===== src/common/nand_id_consts.svh =====
`ifndef NAND_ID_CONSTS_SVH
`define NAND_ID_CONSTS_SVH

// ==========================================================
// command and address bytes
`define CMD_SIG 8'h90
`define CMD_PARAM 8'hEC
`define CMD_READ 8'h00
`define CMD_STATUS 8'h70
`define CMD_STATUS_ENH 8'h78
`define CMD_RAND_READ 8'h05
`define CMD_RAND_CONF 8'hE0
`define ADDR_ONFI 8'h20
`define ADDR_PARAM 8'h00

// ==========================================================
// stream geometry
`define PAGE_LEN 11'h100
`define SIG_LEN 11'h004
`define ZERO_LEN 11'h000
`define POS_ZERO 11'h000

// ==========================================================
// parameter page layout
`define SIG_B0 8'h4F
`define SIG_B1 8'h4E
`define SIG_B2 8'h46
`define SIG_B3 8'h49
`define OFS_REV 8'h04
`define OFS_FEAT 8'h06
`define OFS_OPT 8'h08
`define OFS_MAKER 8'h20
`define OFS_MODEL 8'h2C
`define OFS_JEDEC 8'h40
`define OFS_DATE 8'h41
`define OFS_RSVD 8'h43
`define REV_VALUE 16'h0002
`define FEAT_MASK 16'h001F
`define OPT_MASK 16'h003F
`define MAKER_LEN 12
`define MODEL_LEN 20

// ==========================================================
// status byte and timing
`define SR_WP 7
`define SR_RDY 6
`define SR_CTRL 5
`define LOAD_NS 1000
`define CLK_MHZ 40

`endif


===== src/common/nand_id_pkg.sv =====
package nand_id_pkg;

	typedef struct packed
	{
		logic ce_n;
		logic cle;
		logic ale;
		logic we_n;
		logic re_n;
		logic [7:0] io;
	} nand_bus_t;

	typedef enum logic [3:0]
	{
		ST_IDLE = 4'h0,
		ST_SIG_ADDR = 4'h1,
		ST_SIG_OUT = 4'h2,
		ST_PP_ADDR = 4'h3,
		ST_PP_BUSY = 4'h4,
		ST_PP_OUT = 4'h5,
		ST_STATUS = 4'h6,
		ST_RR_COL0 = 4'h7,
		ST_RR_COL1 = 4'h8,
		ST_RR_CONF = 4'h9
	} id_state_t;

endpackage


===== src/core/id_fifo.sv =====
`timescale 1ns/1ps

module id_fifo #(
	parameter int WIDTH = 8,
	parameter int DEPTH = 8
) (
	input wire logic core_clk,
	input wire logic sys_rst,
	input wire logic flush,
	input wire logic in_valid,
	output logic in_ready,
	input wire logic [WIDTH-1:0] in_data,
	output logic out_valid,
	input wire logic out_ready,
	output logic [WIDTH-1:0] out_data
);

	localparam int AW = $clog2(DEPTH);

	logic [WIDTH-1:0] mem [DEPTH];
	logic [AW-1:0] wr_ptr;
	logic [AW-1:0] rd_ptr;
	logic [AW:0] count;
	logic push;
	logic pop;

	assign in_ready = (count != (AW+1)'(DEPTH));
	assign out_valid = (count != '0);
	assign push = in_valid && in_ready;
	assign pop = out_valid && out_ready;
	assign out_data = mem[rd_ptr];

	always_ff @(posedge core_clk)
	begin
		if (push)
			mem[wr_ptr] <= in_data;
	end

	always_ff @(posedge core_clk)
	begin
		if (sys_rst || flush)
		begin
			wr_ptr <= '0;
			rd_ptr <= '0;
			count <= '0;
		end
		else
		begin
			if (push)
				wr_ptr <= (wr_ptr == AW'(DEPTH - 1)) ? '0 : wr_ptr + 1'b1;
			if (pop)
				rd_ptr <= (rd_ptr == AW'(DEPTH - 1)) ? '0 : rd_ptr + 1'b1;
			if (push && !pop)
				count <= count + 1'b1;
			else if (pop && !push)
				count <= count - 1'b1;
		end
	end

endmodule // id_fifo


===== src/core/param_rom.sv =====
`timescale 1ns/1ps
`include "nand_id_consts.svh"

module param_rom #(
	parameter logic [15:0] FEATURES = 16'h0000,
	parameter logic [15:0] OPT_CMDS = 16'h0002,
	parameter logic [95:0] MAKER_NAME = "GENERICFLASH",
	parameter logic [159:0] MODEL_NAME = "IDREAD MODEL 0000   ",
	// arbitrary value, not a real maker code
	parameter logic [7:0] JEDEC_ID = 8'h5A,
	parameter logic [15:0] DATE_CODE = 16'h0000
) (
	input wire logic core_clk,
	input wire logic [7:0] addr,
	output logic [7:0] data
);

	logic [15:0] feat;
	logic [15:0] opt;

	assign feat = FEATURES & `FEAT_MASK;
	assign opt = OPT_CMDS & `OPT_MASK;

	// ==========================================================
	// page contents, multi-byte fields low byte first
	always_ff @(posedge core_clk)
	begin
		data <= 8'h00;
		if (addr == 8'h00)
			data <= `SIG_B0;
		else if (addr == 8'h01)
			data <= `SIG_B1;
		else if (addr == 8'h02)
			data <= `SIG_B2;
		else if (addr == 8'h03)
			data <= `SIG_B3;
		else if (addr == `OFS_REV)
			data <= 8'(`REV_VALUE);
		else if (addr == `OFS_REV + 8'h01)
			data <= 8'(`REV_VALUE >> 8);
		else if (addr == `OFS_FEAT)
			data <= feat[7:0];
		else if (addr == `OFS_FEAT + 8'h01)
			data <= feat[15:8];
		else if (addr == `OFS_OPT)
			data <= opt[7:0];
		else if (addr == `OFS_OPT + 8'h01)
			data <= opt[15:8];
		else if (addr >= `OFS_MAKER && addr < `OFS_MODEL)
			data <= MAKER_NAME[8*(`MAKER_LEN - 1 - int'(addr - `OFS_MAKER)) +: 8];
		else if (addr >= `OFS_MODEL && addr < `OFS_JEDEC)
			data <= MODEL_NAME[8*(`MODEL_LEN - 1 - int'(addr - `OFS_MODEL)) +: 8];
		else if (addr == `OFS_JEDEC)
			data <= JEDEC_ID;
		else if (addr == `OFS_DATE)
			data <= DATE_CODE[7:0];
		else if (addr == `OFS_DATE + 8'h01)
			data <= DATE_CODE[15:8];
	end

endmodule // param_rom


===== src/core/nand_id_read.sv =====
`timescale 1ns/1ps
`include "nand_id_consts.svh"

// Operation
// - 90h plus address 20h returns signature
// - signature bytes O N F I; page starts same
// - bytes after fourth signature are undefined
// - signature state holds until next command; 78h leaves it held
// - parameter page repeated at least five times
// - random data read repositions page output
// - status read allowed; 00h resumes output
// - multi-byte parameters least significant first
// - sizes reported in bytes, host converts
// - unused and reserved fields read zero
// - revision field only bit 1 set
// - features field bits 0-4, rest zero
// - optional commands bits 0-5, rest zero
// - maker, model, maker id, date code
module nand_id_read
	import nand_id_pkg::*;
#(
	parameter int COPIES = 5,
	parameter int FIFO_DEPTH = 8,
	parameter logic [15:0] FEATURES = 16'h0000,
	parameter logic [15:0] OPT_CMDS = 16'h0002,
	// arbitrary value, not a real maker code
	parameter logic [7:0] JEDEC_ID = 8'h5A,
	parameter logic [15:0] DATE_CODE = 16'h0000
) (
	input wire logic core_clk,
	input wire logic sys_rst,
	input wire nand_bus_t bus,
	input wire logic wp_n,
	output logic [7:0] io_out,
	output logic io_oe,
	output logic rb_n
);

	localparam int LOAD_CYC = (`LOAD_NS * `CLK_MHZ + 999) / 1000;
	localparam logic [10:0] PP_LIMIT = 11'(COPIES * int'(`PAGE_LEN));

	id_state_t state;
	logic pp_active;
	logic we_n_prev;
	logic re_n_prev;
	logic we_rise;
	logic re_fall;
	logic cmd_strobe;
	logic addr_strobe;
	logic [7:0] col_lo;
	logic [2:0] pos_hi_col;
	logic [15:0] busy_cnt;
	logic start;
	logic [10:0] start_pos;
	logic [10:0] start_limit;
	logic [10:0] pos;
	logic [10:0] limit;
	logic pend;
	logic gen_en;
	logic issue;
	logic [7:0] rom_data;
	logic fifo_in_ready;
	logic fifo_out_valid;
	logic fifo_pop;
	logic [7:0] fifo_out_data;
	logic out_mode;
	logic [7:0] status_byte;

	// ==========================================================
	// strobe edges
	always_ff @(posedge core_clk)
	begin
		if (sys_rst)
		begin
			we_n_prev <= 1'b1;
			re_n_prev <= 1'b1;
		end
		else
		begin
			we_n_prev <= bus.we_n;
			re_n_prev <= bus.re_n;
		end
	end

	assign we_rise = !bus.ce_n && !we_n_prev && bus.we_n;
	assign re_fall = !bus.ce_n && re_n_prev && !bus.re_n;
	assign cmd_strobe = we_rise && bus.cle && !bus.ale;
	assign addr_strobe = we_rise && bus.ale && !bus.cle;

	// ==========================================================
	// command sequencer
	always_ff @(posedge core_clk)
	begin
		if (sys_rst)
		begin
			state <= ST_IDLE;
			pp_active <= 1'b0;
			col_lo <= 8'h00;
		end
		else if (cmd_strobe)
		begin
			// any new command except 78h leaves signature output
			unique case (bus.io)
				`CMD_SIG:
				begin
					state <= ST_SIG_ADDR;
					pp_active <= 1'b0;
				end
				`CMD_PARAM:
				begin
					state <= ST_PP_ADDR;
					pp_active <= 1'b0;
				end
				`CMD_STATUS:
					state <= ST_STATUS;
				`CMD_READ:
					state <= (state == ST_STATUS && pp_active) ? ST_PP_OUT : ST_IDLE;
				`CMD_RAND_READ:
					state <= (state == ST_PP_OUT) ? ST_RR_COL0 : ST_IDLE;
				`CMD_RAND_CONF:
					state <= (state == ST_RR_CONF) ? ST_PP_OUT : ST_IDLE;
				`CMD_STATUS_ENH:
					state <= state;
				default:
				begin
					state <= ST_IDLE;
					pp_active <= 1'b0;
				end
			endcase
		end
		else if (addr_strobe)
		begin
			unique case (state)
				ST_SIG_ADDR:
					state <= ST_SIG_OUT;
				ST_PP_ADDR:
				begin
					if (bus.io == `ADDR_PARAM)
					begin
						state <= ST_PP_BUSY;
						pp_active <= 1'b1;
					end
					else
						state <= ST_IDLE;
				end
				ST_RR_COL0:
				begin
					col_lo <= bus.io;
					state <= ST_RR_COL1;
				end
				ST_RR_COL1:
					state <= ST_RR_CONF;
				default:
					state <= state;
			endcase
		end
		else if (state == ST_PP_BUSY && busy_cnt == 16'h0001)
			state <= ST_PP_OUT;
	end

	// ==========================================================
	// page load busy time
	always_ff @(posedge core_clk)
	begin
		if (sys_rst)
		begin
			busy_cnt <= 16'h0000;
			rb_n <= 1'b1;
		end
		else if (addr_strobe && state == ST_PP_ADDR && bus.io == `ADDR_PARAM)
		begin
			busy_cnt <= 16'(LOAD_CYC);
			rb_n <= 1'b0;
		end
		else if (busy_cnt != 16'h0000)
		begin
			busy_cnt <= busy_cnt - 16'h0001;
			rb_n <= (busy_cnt == 16'h0001);
		end
	end

	// ==========================================================
	// stream restart requests
	always_comb
	begin
		start = 1'b0;
		start_pos = `POS_ZERO;
		start_limit = `ZERO_LEN;
		if (addr_strobe && state == ST_SIG_ADDR)
		begin
			start = 1'b1;
			// only the compliance signature is defined here
			start_limit = (bus.io == `ADDR_ONFI) ? `SIG_LEN : `ZERO_LEN;
		end
		else if (cmd_strobe && (bus.io == `CMD_SIG || bus.io == `CMD_PARAM))
			start = 1'b1;
		// load end restarts the stream even while status is shown
		else if (busy_cnt == 16'h0001)
		begin
			start = 1'b1;
			start_limit = PP_LIMIT;
		end
		else if (cmd_strobe && bus.io == `CMD_RAND_CONF && state == ST_RR_CONF)
		begin
			start = 1'b1;
			start_pos = {pos_hi_col, col_lo};
			start_limit = PP_LIMIT;
		end
		else if (cmd_strobe && bus.io == `CMD_READ && !(state == ST_STATUS && pp_active))
			start = 1'b1;
	end

	// ==========================================================
	// random read column, high bits
	always_ff @(posedge core_clk)
	begin
		if (sys_rst)
			pos_hi_col <= 3'h0;
		else if (addr_strobe && state == ST_RR_COL1)
			pos_hi_col <= bus.io[2:0];
	end

	// ==========================================================
	// byte generator feeding the fifo
	assign gen_en = (state == ST_SIG_OUT) || (state == ST_PP_OUT) || (state == ST_STATUS);
	assign issue = gen_en && !pend && fifo_in_ready && (pos < limit) && !start;

	always_ff @(posedge core_clk)
	begin
		if (sys_rst)
		begin
			pos <= `POS_ZERO;
			limit <= `ZERO_LEN;
			pend <= 1'b0;
		end
		else if (start)
		begin
			pos <= start_pos;
			limit <= start_limit;
			pend <= 1'b0;
		end
		else if (issue)
		begin
			pos <= pos + 11'h001;
			pend <= 1'b1;
		end
		else
			pend <= 1'b0;
	end

	// page offset wraps so each copy repeats the structure
	param_rom #(
		.FEATURES(FEATURES),
		.OPT_CMDS(OPT_CMDS),
		.JEDEC_ID(JEDEC_ID),
		.DATE_CODE(DATE_CODE)
	) u_rom (
		.core_clk(core_clk),
		.addr(pos[7:0]),
		.data(rom_data)
	);

	id_fifo #(
		.WIDTH(8),
		.DEPTH(FIFO_DEPTH)
	) u_fifo (
		.core_clk(core_clk),
		.sys_rst(sys_rst),
		.flush(start),
		.in_valid(pend),
		.in_ready(fifo_in_ready),
		.in_data(rom_data),
		.out_valid(fifo_out_valid),
		.out_ready(fifo_pop),
		.out_data(fifo_out_data)
	);

	// ==========================================================
	// output register
	assign out_mode = (state == ST_SIG_OUT) || (state == ST_PP_OUT);
	assign fifo_pop = re_fall && out_mode;

	always_comb
	begin
		status_byte = 8'h00;
		status_byte[`SR_WP] = wp_n;
		status_byte[`SR_RDY] = rb_n;
		status_byte[`SR_CTRL] = rb_n;
	end

	always_ff @(posedge core_clk)
	begin
		if (sys_rst)
			io_out <= 8'h00;
		else if (state == ST_STATUS)
			io_out <= status_byte;
		else if (fifo_pop)
			// byte units on the 8-bit lane; past the stream reads zero
			io_out <= fifo_out_valid ? fifo_out_data : 8'h00;
	end

	assign io_oe = !bus.ce_n && !bus.re_n;

endmodule // nand_id_read


===== config.mk =====
export PLATFORM = sky130hd
export DESIGN_NAME = nand_id_read
export DESIGN_NICKNAME = d
export VERILOG_FILES = /design/src/common/nand_id_pkg.sv /design/src/core/id_fifo.sv /design/src/core/param_rom.sv /design/src/core/nand_id_read.sv
export VERILOG_INCLUDE_DIRS = /design/src /design/src/common
export SDC_FILE = /design/constraint.sdc
export NUM_CORES = 1
export LEC_CHECK = 0
export BUFFER_PORTS_ARGS = -buffer_cell sky130_fd_sc_hd__buf_2
export CAP_MARGIN = 20
export CORE_MARGIN = 8
export CORE_UTILIZATION = 40
export DETAILED_ROUTE_END_ITERATION = 6
export PLACE_DENSITY = 0.53
export RECOVER_POWER = 100
export SETUP_SLACK_MARGIN = 0.05
export SYNTH_ARGS = -nofsm -noshare
export SYNTH_HDL_FRONTEND = slang
export SYNTH_SLANG_ARGS = --single-unit

===== constraint.sdc =====
create_clock -name core_clk -period 3.74 [get_ports core_clk]
set_clock_uncertainty 0.15 [all_clocks]
set_input_delay 0.561 -clock core_clk [delete_from_list [all_inputs] [get_ports core_clk]]
set_output_delay 0.561 -clock core_clk [all_outputs]
set_load 0.05 [all_outputs]

# After elaboration in Yosys (flattened, before gate mapping)
# Memories as Yosys holds them, arrays and structs flattened. A register that Yosys moved wholly into a read port is not among the register bits.
# Index checks and enable logic that the tools add are counted.
# Widths: inputs -> output; s select.
[totals]
ramBits = 64
output_inout_bits = 10
ff_bits = 84
input_bits = 16
wordCells = 200
mem_count = 1
[classes]
n_mux = 58
eq_ne = 33
bitwise = 1
order_cmp = 5
reduce_logical = 68
n_shift = 2
add_sub_neg = 10
[memory_table]
columns = ["name", "words", "word_bits", "rd", "rd_clocked_by_memory_dff", "wr", "line_no", "text"]
rows = [
  ["u_fifo.mem", 8, 8, 1, 1, 1, "id_fifo.sv:20", "logic [WIDTH-1:0] mem [DEPTH];"],
]
[op_table]
columns = ["op", "count"]
rows = [
  ["$shiftx 160x32->8 const A", 1],
  ["$mux 11", 10],
  ["$shiftx 96x32->8 const A", 1],
  ["$mux 7", 7],
  ["$eq 8x3->1 const B", 5],
  ["$mux 8", 5],
  ["$logic_and 1x1->1", 31],
  ["$sub 5x29->29 const A", 1],
  ["$sub 6x29->29 const A", 1],
  ["$mux 4", 7],
  ["$pmux 4 s7", 1],
  ["$mux 3", 9],
  ["$eq 8x7->1 const B", 3],
  ["$eq 8x8->1 const B", 3],
  ["$sub 8x6->9 const B", 2],
  ["$eq 16x1->1 const B", 1],
  ["$eq 4x3->1 const B", 4],
  ["$eq 8x2->1 const B", 2],
  ["$eq 8x4->1 const B", 2],
  ["$ge 8x6->1 const B", 2],
  ["$logic_not 8->1", 2],
  ["$mux 1", 16],
  ["$pmux 4 s4", 1],
  ["$reduce_bool 16->1", 1],
  ["other kinds (31)", 59],
]

# Depth between registers and ports, before layout
[logic_depth]
depth_word = 16
depth_mapped = 13
mapped_depth_nobuf = 12

# By module
# Synthesis repeated with hierarchy kept, for this count alone.
[unflattened]
hier_cells = 675
area_unflattened_um2 = 7300.8
[by_module_without_submodules]
columns = ["module", "area_per_inst_um2", "instances", "seq_area_each_um2", "cells_each"]
rows = [
  ["nand_id_read", 3245.6, 1, 1141.1, 382],
  ["id_fifo", 3135.5, 1, 2182.1, 170],
  ["param_rom", 919.6, 1, 140.1, 123],
]

# Worst setup path before layout
# No wires, ideal clock.
[synth_path]
kind = "input to register"
start = "input bus[12] in the netlist's numbering"
end = "register u_fifo.count[3]"
path_stages = 12
setup_time_ps = 71
t_arrival_ps = 3105
path_buffers = 1
required_time_ps = 3519
slack_ps = 414
cell_sequence = "or4b_2 a21oi_1 o41ai_1 clkbuf_1 ha_1 inv_1 ha_1 a21o_1 a21oi_1 xnor2_1 or3_1 a21oi_1"
[synth_between]
elab_chain_len = 13
elab_cells_between_ends = 28
cone_classes = "mux (6); reduce/logical (22)"
[synth_rtl]
columns = ["item", "line_no", "text"]
rows = [
  ["start: declaration", "nand_id_read.sv:32", "input wire nand_bus_t bus,"],
  ["$logic_not 1->1 *", "nand_id_read.sv:85, nand_id_read.sv:86", ""],
  ["$logic_and 1x1->1 (2 in a row)", "nand_id_read.sv:85", "assign we_rise = !bus.ce_n && !we_n_prev && bus.we_n;"],
  ["$logic_and 1x1->1 (2 in a row)", "nand_id_read.sv:87", "assign cmd_strobe = we_rise && bus.cle && !bus.ale;"],
  ["$logic_and 1x1->1 (no source line)", "--", ""],
  ["$logic_and 1x1->1", "nand_id_read.sv:209", "else if (cmd_strobe && bus.io == `CMD_READ && !(state == ST_STATUS && pp_active))"],
  ["$mux 1", "nand_id_read.sv:209", ""],
  ["$mux 1", "nand_id_read.sv:203", "else if (cmd_strobe && bus.io == `CMD_RAND_CONF && state == ST_RR_CONF)"],
  ["$mux 1", "nand_id_read.sv:198", "else if (busy_cnt == 16'h0001)"],
  ["$mux 1", "nand_id_read.sv:195", "else if (cmd_strobe && (bus.io == `CMD_SIG || bus.io == `CMD_PARAM))"],
  ["$mux 1", "nand_id_read.sv:189", "if (addr_strobe && state == ST_SIG_ADDR)"],
  ["$logic_or 1x1->1", "id_fifo.sv:41", "if (sys_rst || flush)"],
  ["end signal: assignment", "id_fifo.sv:54", "count <= count + 1'b1;"],
  ["end signal: assignment", "id_fifo.sv:56", "count <= count - 1'b1;"],
  ["end: declaration", "id_fifo.sv:23", "logic [AW:0] count;"],
]
# Every way passes the cells marked *; elsewhere a longest branch is shown, timed or not.
# A chain may end at the register's enable or synchronous reset.

# Final worst setup path
[layout_path]
start = "register state[3]"
end = "register u_fifo.count[3]"
[layout_between]
elab_chain_len = 10
elab_cells_between_ends = 24
cone_classes = "eq/ne (5); mux (6); reduce/logical (13)"
[layout_rtl]
columns = ["item", "line_no", "text"]
rows = [
  ["start: declaration", "nand_id_read.sv:42", "id_state_t state;"],
  ["start signal: assignment", "nand_id_read.sv:117", "state <= (state == ST_STATUS && pp_active) ? ST_PP_OUT : ST_IDLE;"],
  ["start signal: assignment", "nand_id_read.sv:119", "state <= (state == ST_PP_OUT) ? ST_RR_COL0 : ST_IDLE;"],
  ["start signal: assignment", "nand_id_read.sv:121", "state <= (state == ST_RR_CONF) ? ST_PP_OUT : ST_IDLE;"],
  ["$eq 4x3->1", "nand_id_read.sv:209", ""],
  ["$logic_and 1x1->1", "nand_id_read.sv:209", ""],
  ["$logic_not 1->1", "nand_id_read.sv:209", ""],
  ["$logic_and 1x1->1", "nand_id_read.sv:209", ""],
  ["$mux 1", "nand_id_read.sv:209", ""],
  ["$mux 1", "nand_id_read.sv:203", ""],
  ["$mux 1", "nand_id_read.sv:198", ""],
  ["$mux 1", "nand_id_read.sv:195", ""],
  ["$mux 1", "nand_id_read.sv:189", ""],
  ["$logic_or 1x1->1", "id_fifo.sv:41", ""],
]
# Several ways; a longest one is shown, not always the timed one.

==> results.yml <==
setup_path:
  cp-end-kind: "flop"
  arrival_ns: 3.39
  crit_chain: "or4b_2 > a21oi_1 > o41ai_1 > ha_1 > inv_1 > ha_1 > a21o_1 > a21oi_1 > xnor2_1 > or3_1 > a21oi_1"
  slowest_stage: "or4b_2"
  startpoint_type: "flop"
  slowest_delay_ns: 0.71
  cp_max_fo: 10
  path_class: "flop to flop"
  path_common_cell: "a21oi_1"
  crit_required_ns: 3.92
cells_and_area:
  finalNetCount: 769
  drive_above_1_share_pct: 10.6
  fillers: 1652
  mostFrequentLayoutCells: "nor2_1 (91), dfxtp_1 (77), nand2_1 (57), edfxtp_1 (56), a21oi_1 (39)"
  synthToLayoutAreaGrowth_pct: 13.0
  utilization_pct: 45.6
  final_common_cell: "nor2_1"
  diodes: 0
cts:
  clock_latency_ns: 0.42
  root_buffer: "clkbuf_16"
  h-tree-depth: 4
  postCtsSetupRepairBufs: 0
  clkTransAtPathRegs_ns: 0.06
  clockBufferDepth: 2
  cts_resized: 0
  numCtsBuffers: 17
  cts_tree: "built"
  ctsHoldBuffers: 0
  cts_sinks: 133
placed_design:
  hpwl_um: 12200
  port_buffers: 25
  place.gp.congestion: 0.864
  pre_cts_ws_ns: 0.299
synthesis:
  synth_warnings: 0
  syn_nets: 744
  netlist_area_um2: 6910
  synth-simple-area-share_pct: 21.2
  synth_top_family_by_area: "simple AND/OR/NAND/NOR gates"
  ys_seq_area_share_pct: 46.6
  synth_edf_count: 56
  muxShareOfSynthArea_pct: 7.46
  synth_cells: 707
  synth-main-ff-cell: "dfxtp_1"
  synth_compound_area_share_pct: 14.0
  synth-xor-area-share_pct: 3.37
  synth_cell_types: 69
  async_reset_ff_share_pct: 0
  avgSynthCellArea_um2: 9.78
  synth-seq-cells: 133
  synth_fa_ha_area_share_pct: 3.91
global_routing:
  grt_start_max_net_pins: 32
  track_usage_pct: 15.9
  gr-total-overflow: 0
  antenna_found_initial: 0
  grt_pass1_vias: 5303
  grt_pass1_wl_um: 27800
sta:
  hold_ws_ns: 0.196
  tns_ns: 0
  fin_ws_ns: 0.533
  tightestPinTransition_ns: 1.43
  rsz0062_at_grt: "false"
  finalSetupViolations: 0
  max-slew-margin-rel_pct: 4.58
  period_share_pct: 85.8
  fin_crit_ns: 3.21
  fmax_mhz: 312
  hold_viol_final: 0
  slew_violations: 0
floorplan:
  dieArea_um2: 21700
  die_x_um: 147
  initial_utilization_pct: 40.4
  core_area_um2: 17100
  row_count: 48
  ios: 26
  die_h_um: 147
drt:
  drc: 0
  ant_nets: 0
  wl_per_cell_um: 17.7
  dr.pass1.iters: 4
  dr_wl_met3_um: 660
  num_vias: 5473
  drt-total-wl_um: 17200
  wl_met2_um: 8350
  top_layer: "met4"
  drtIter0Drc: 499
  via_per_inst: 5.64
  m1WireLength_um: 7910
min_path:
  hp-class: "input port to flop"
pwr:
  max-vdd-ir-drop_mv: 0.327
  p_per_area_nw_per_um2: 545
  leakage_uw: 0.00268
outcome:
  status: "complete, no violations"
job:
  maxCapViolCount: 0
logic make-up (layout without fill, tap and decap cells):
family                     Yosys count  count (layout)
AOI/OAI and AO/OA                  142             142
muxes                               34              34
buffers and inverters               62             100
xor gates and xnor gates            25              25
adders and majority gates           21              21
and+or+nand+nor                    290             290
DFF                                133             133
synth_stat cells (all sizes together) (10+ instances only):
library cell  instances  area share, %
o21ai                29            2.1
nor2                 91            4.9
edfxtp               56             24
nand3                15            1.1
mux4                 14            4.6
ha                   20            3.6
nor4                 19            1.7
xor2                 10            1.3
nor3                 28            2.0
nand4                10           0.91
inv                  18           0.98
a21oi                39            2.9
dfxtp                77             22
nor3b                11            1.2
nand2                58            3.2
mux2i                20            2.9
xnor2                14            1.8
clkbuf               38            2.1
per-layer routing:
metal / vias up / track usage [%]
li1: 2668 / -
met1: 2654 / 20.1
met2: 125 / 26.8
met3: 26 / 3.27
met4: 0 / 4.95
met5: - / 0
flip-flops by register name (all words and copies together) (netlist names), named ones only:
signal and cells:
u_fifo.count 4, limit 2, u_fifo.rd_ptr 3, pend 1
pos_hi_col 3, pos 11, u_fifo.mem 56, state 4
u_fifo.wr_ptr 3, pp_active 1, re_n_prev 1, busy_cnt 16
io_out 8, rb_n 1, we_n_prev 1, u_rom.data 7
col_lo 8
path summary, 6_finish.rpt:
kind | start | end | slack [ns] | cells past startpoint
max | state[3] | u_fifo.count[3] | 0.53 | 11
min | bus[9] | we_n_prev | 0.20 | 2
max reg2reg | state[3] | u_fifo.count[3] | 0.53 | 11
min reg2reg | col_lo[4] | pos[4] | 0.32 | 2
report_power, final:
part | switching [uW] | internal, uW
Sequential | 125 | 1620
Clock | 651 | 1010
Combinational | 506 | 348
Total | 1280 | 2970
worst max-delay path, delay by kind of cell (launching register included):
family	cells	cell delay, ns
adders and majority gates	2	0.50
AOI/OAI and AO/OA	5	0.82
buffers and inverters	1	0.12
DFF	1	0.40
and+or+nand+nor	2	1.02
xor gates and xnor gates	1	0.10
final cells by class:
class	instances	area (um^2)	share of cell area, %
inverter	19	71.3	0.913
tap	225	282	3.60
sequential	133	3220	41.3
multi-input combinational	512	3420	43.8
clock inverter	13	145	1.86
timing repair buffer	49	228	2.91
clock buffer	19	443	5.67
stage by stage:
step | instances | cell area (um^2) | power, uW
after floorplan | 707 | 6910 | 2460
after global placement | 937 | 7330 | 2610
after detailed placement | 937 | 7330 | 2630
after CTS | 969 | 7920 | 4300
after global routing | 970 | 7810 | 4460
final | 970 | 7810 | 4250
Power figures use the tool's default switching activity.
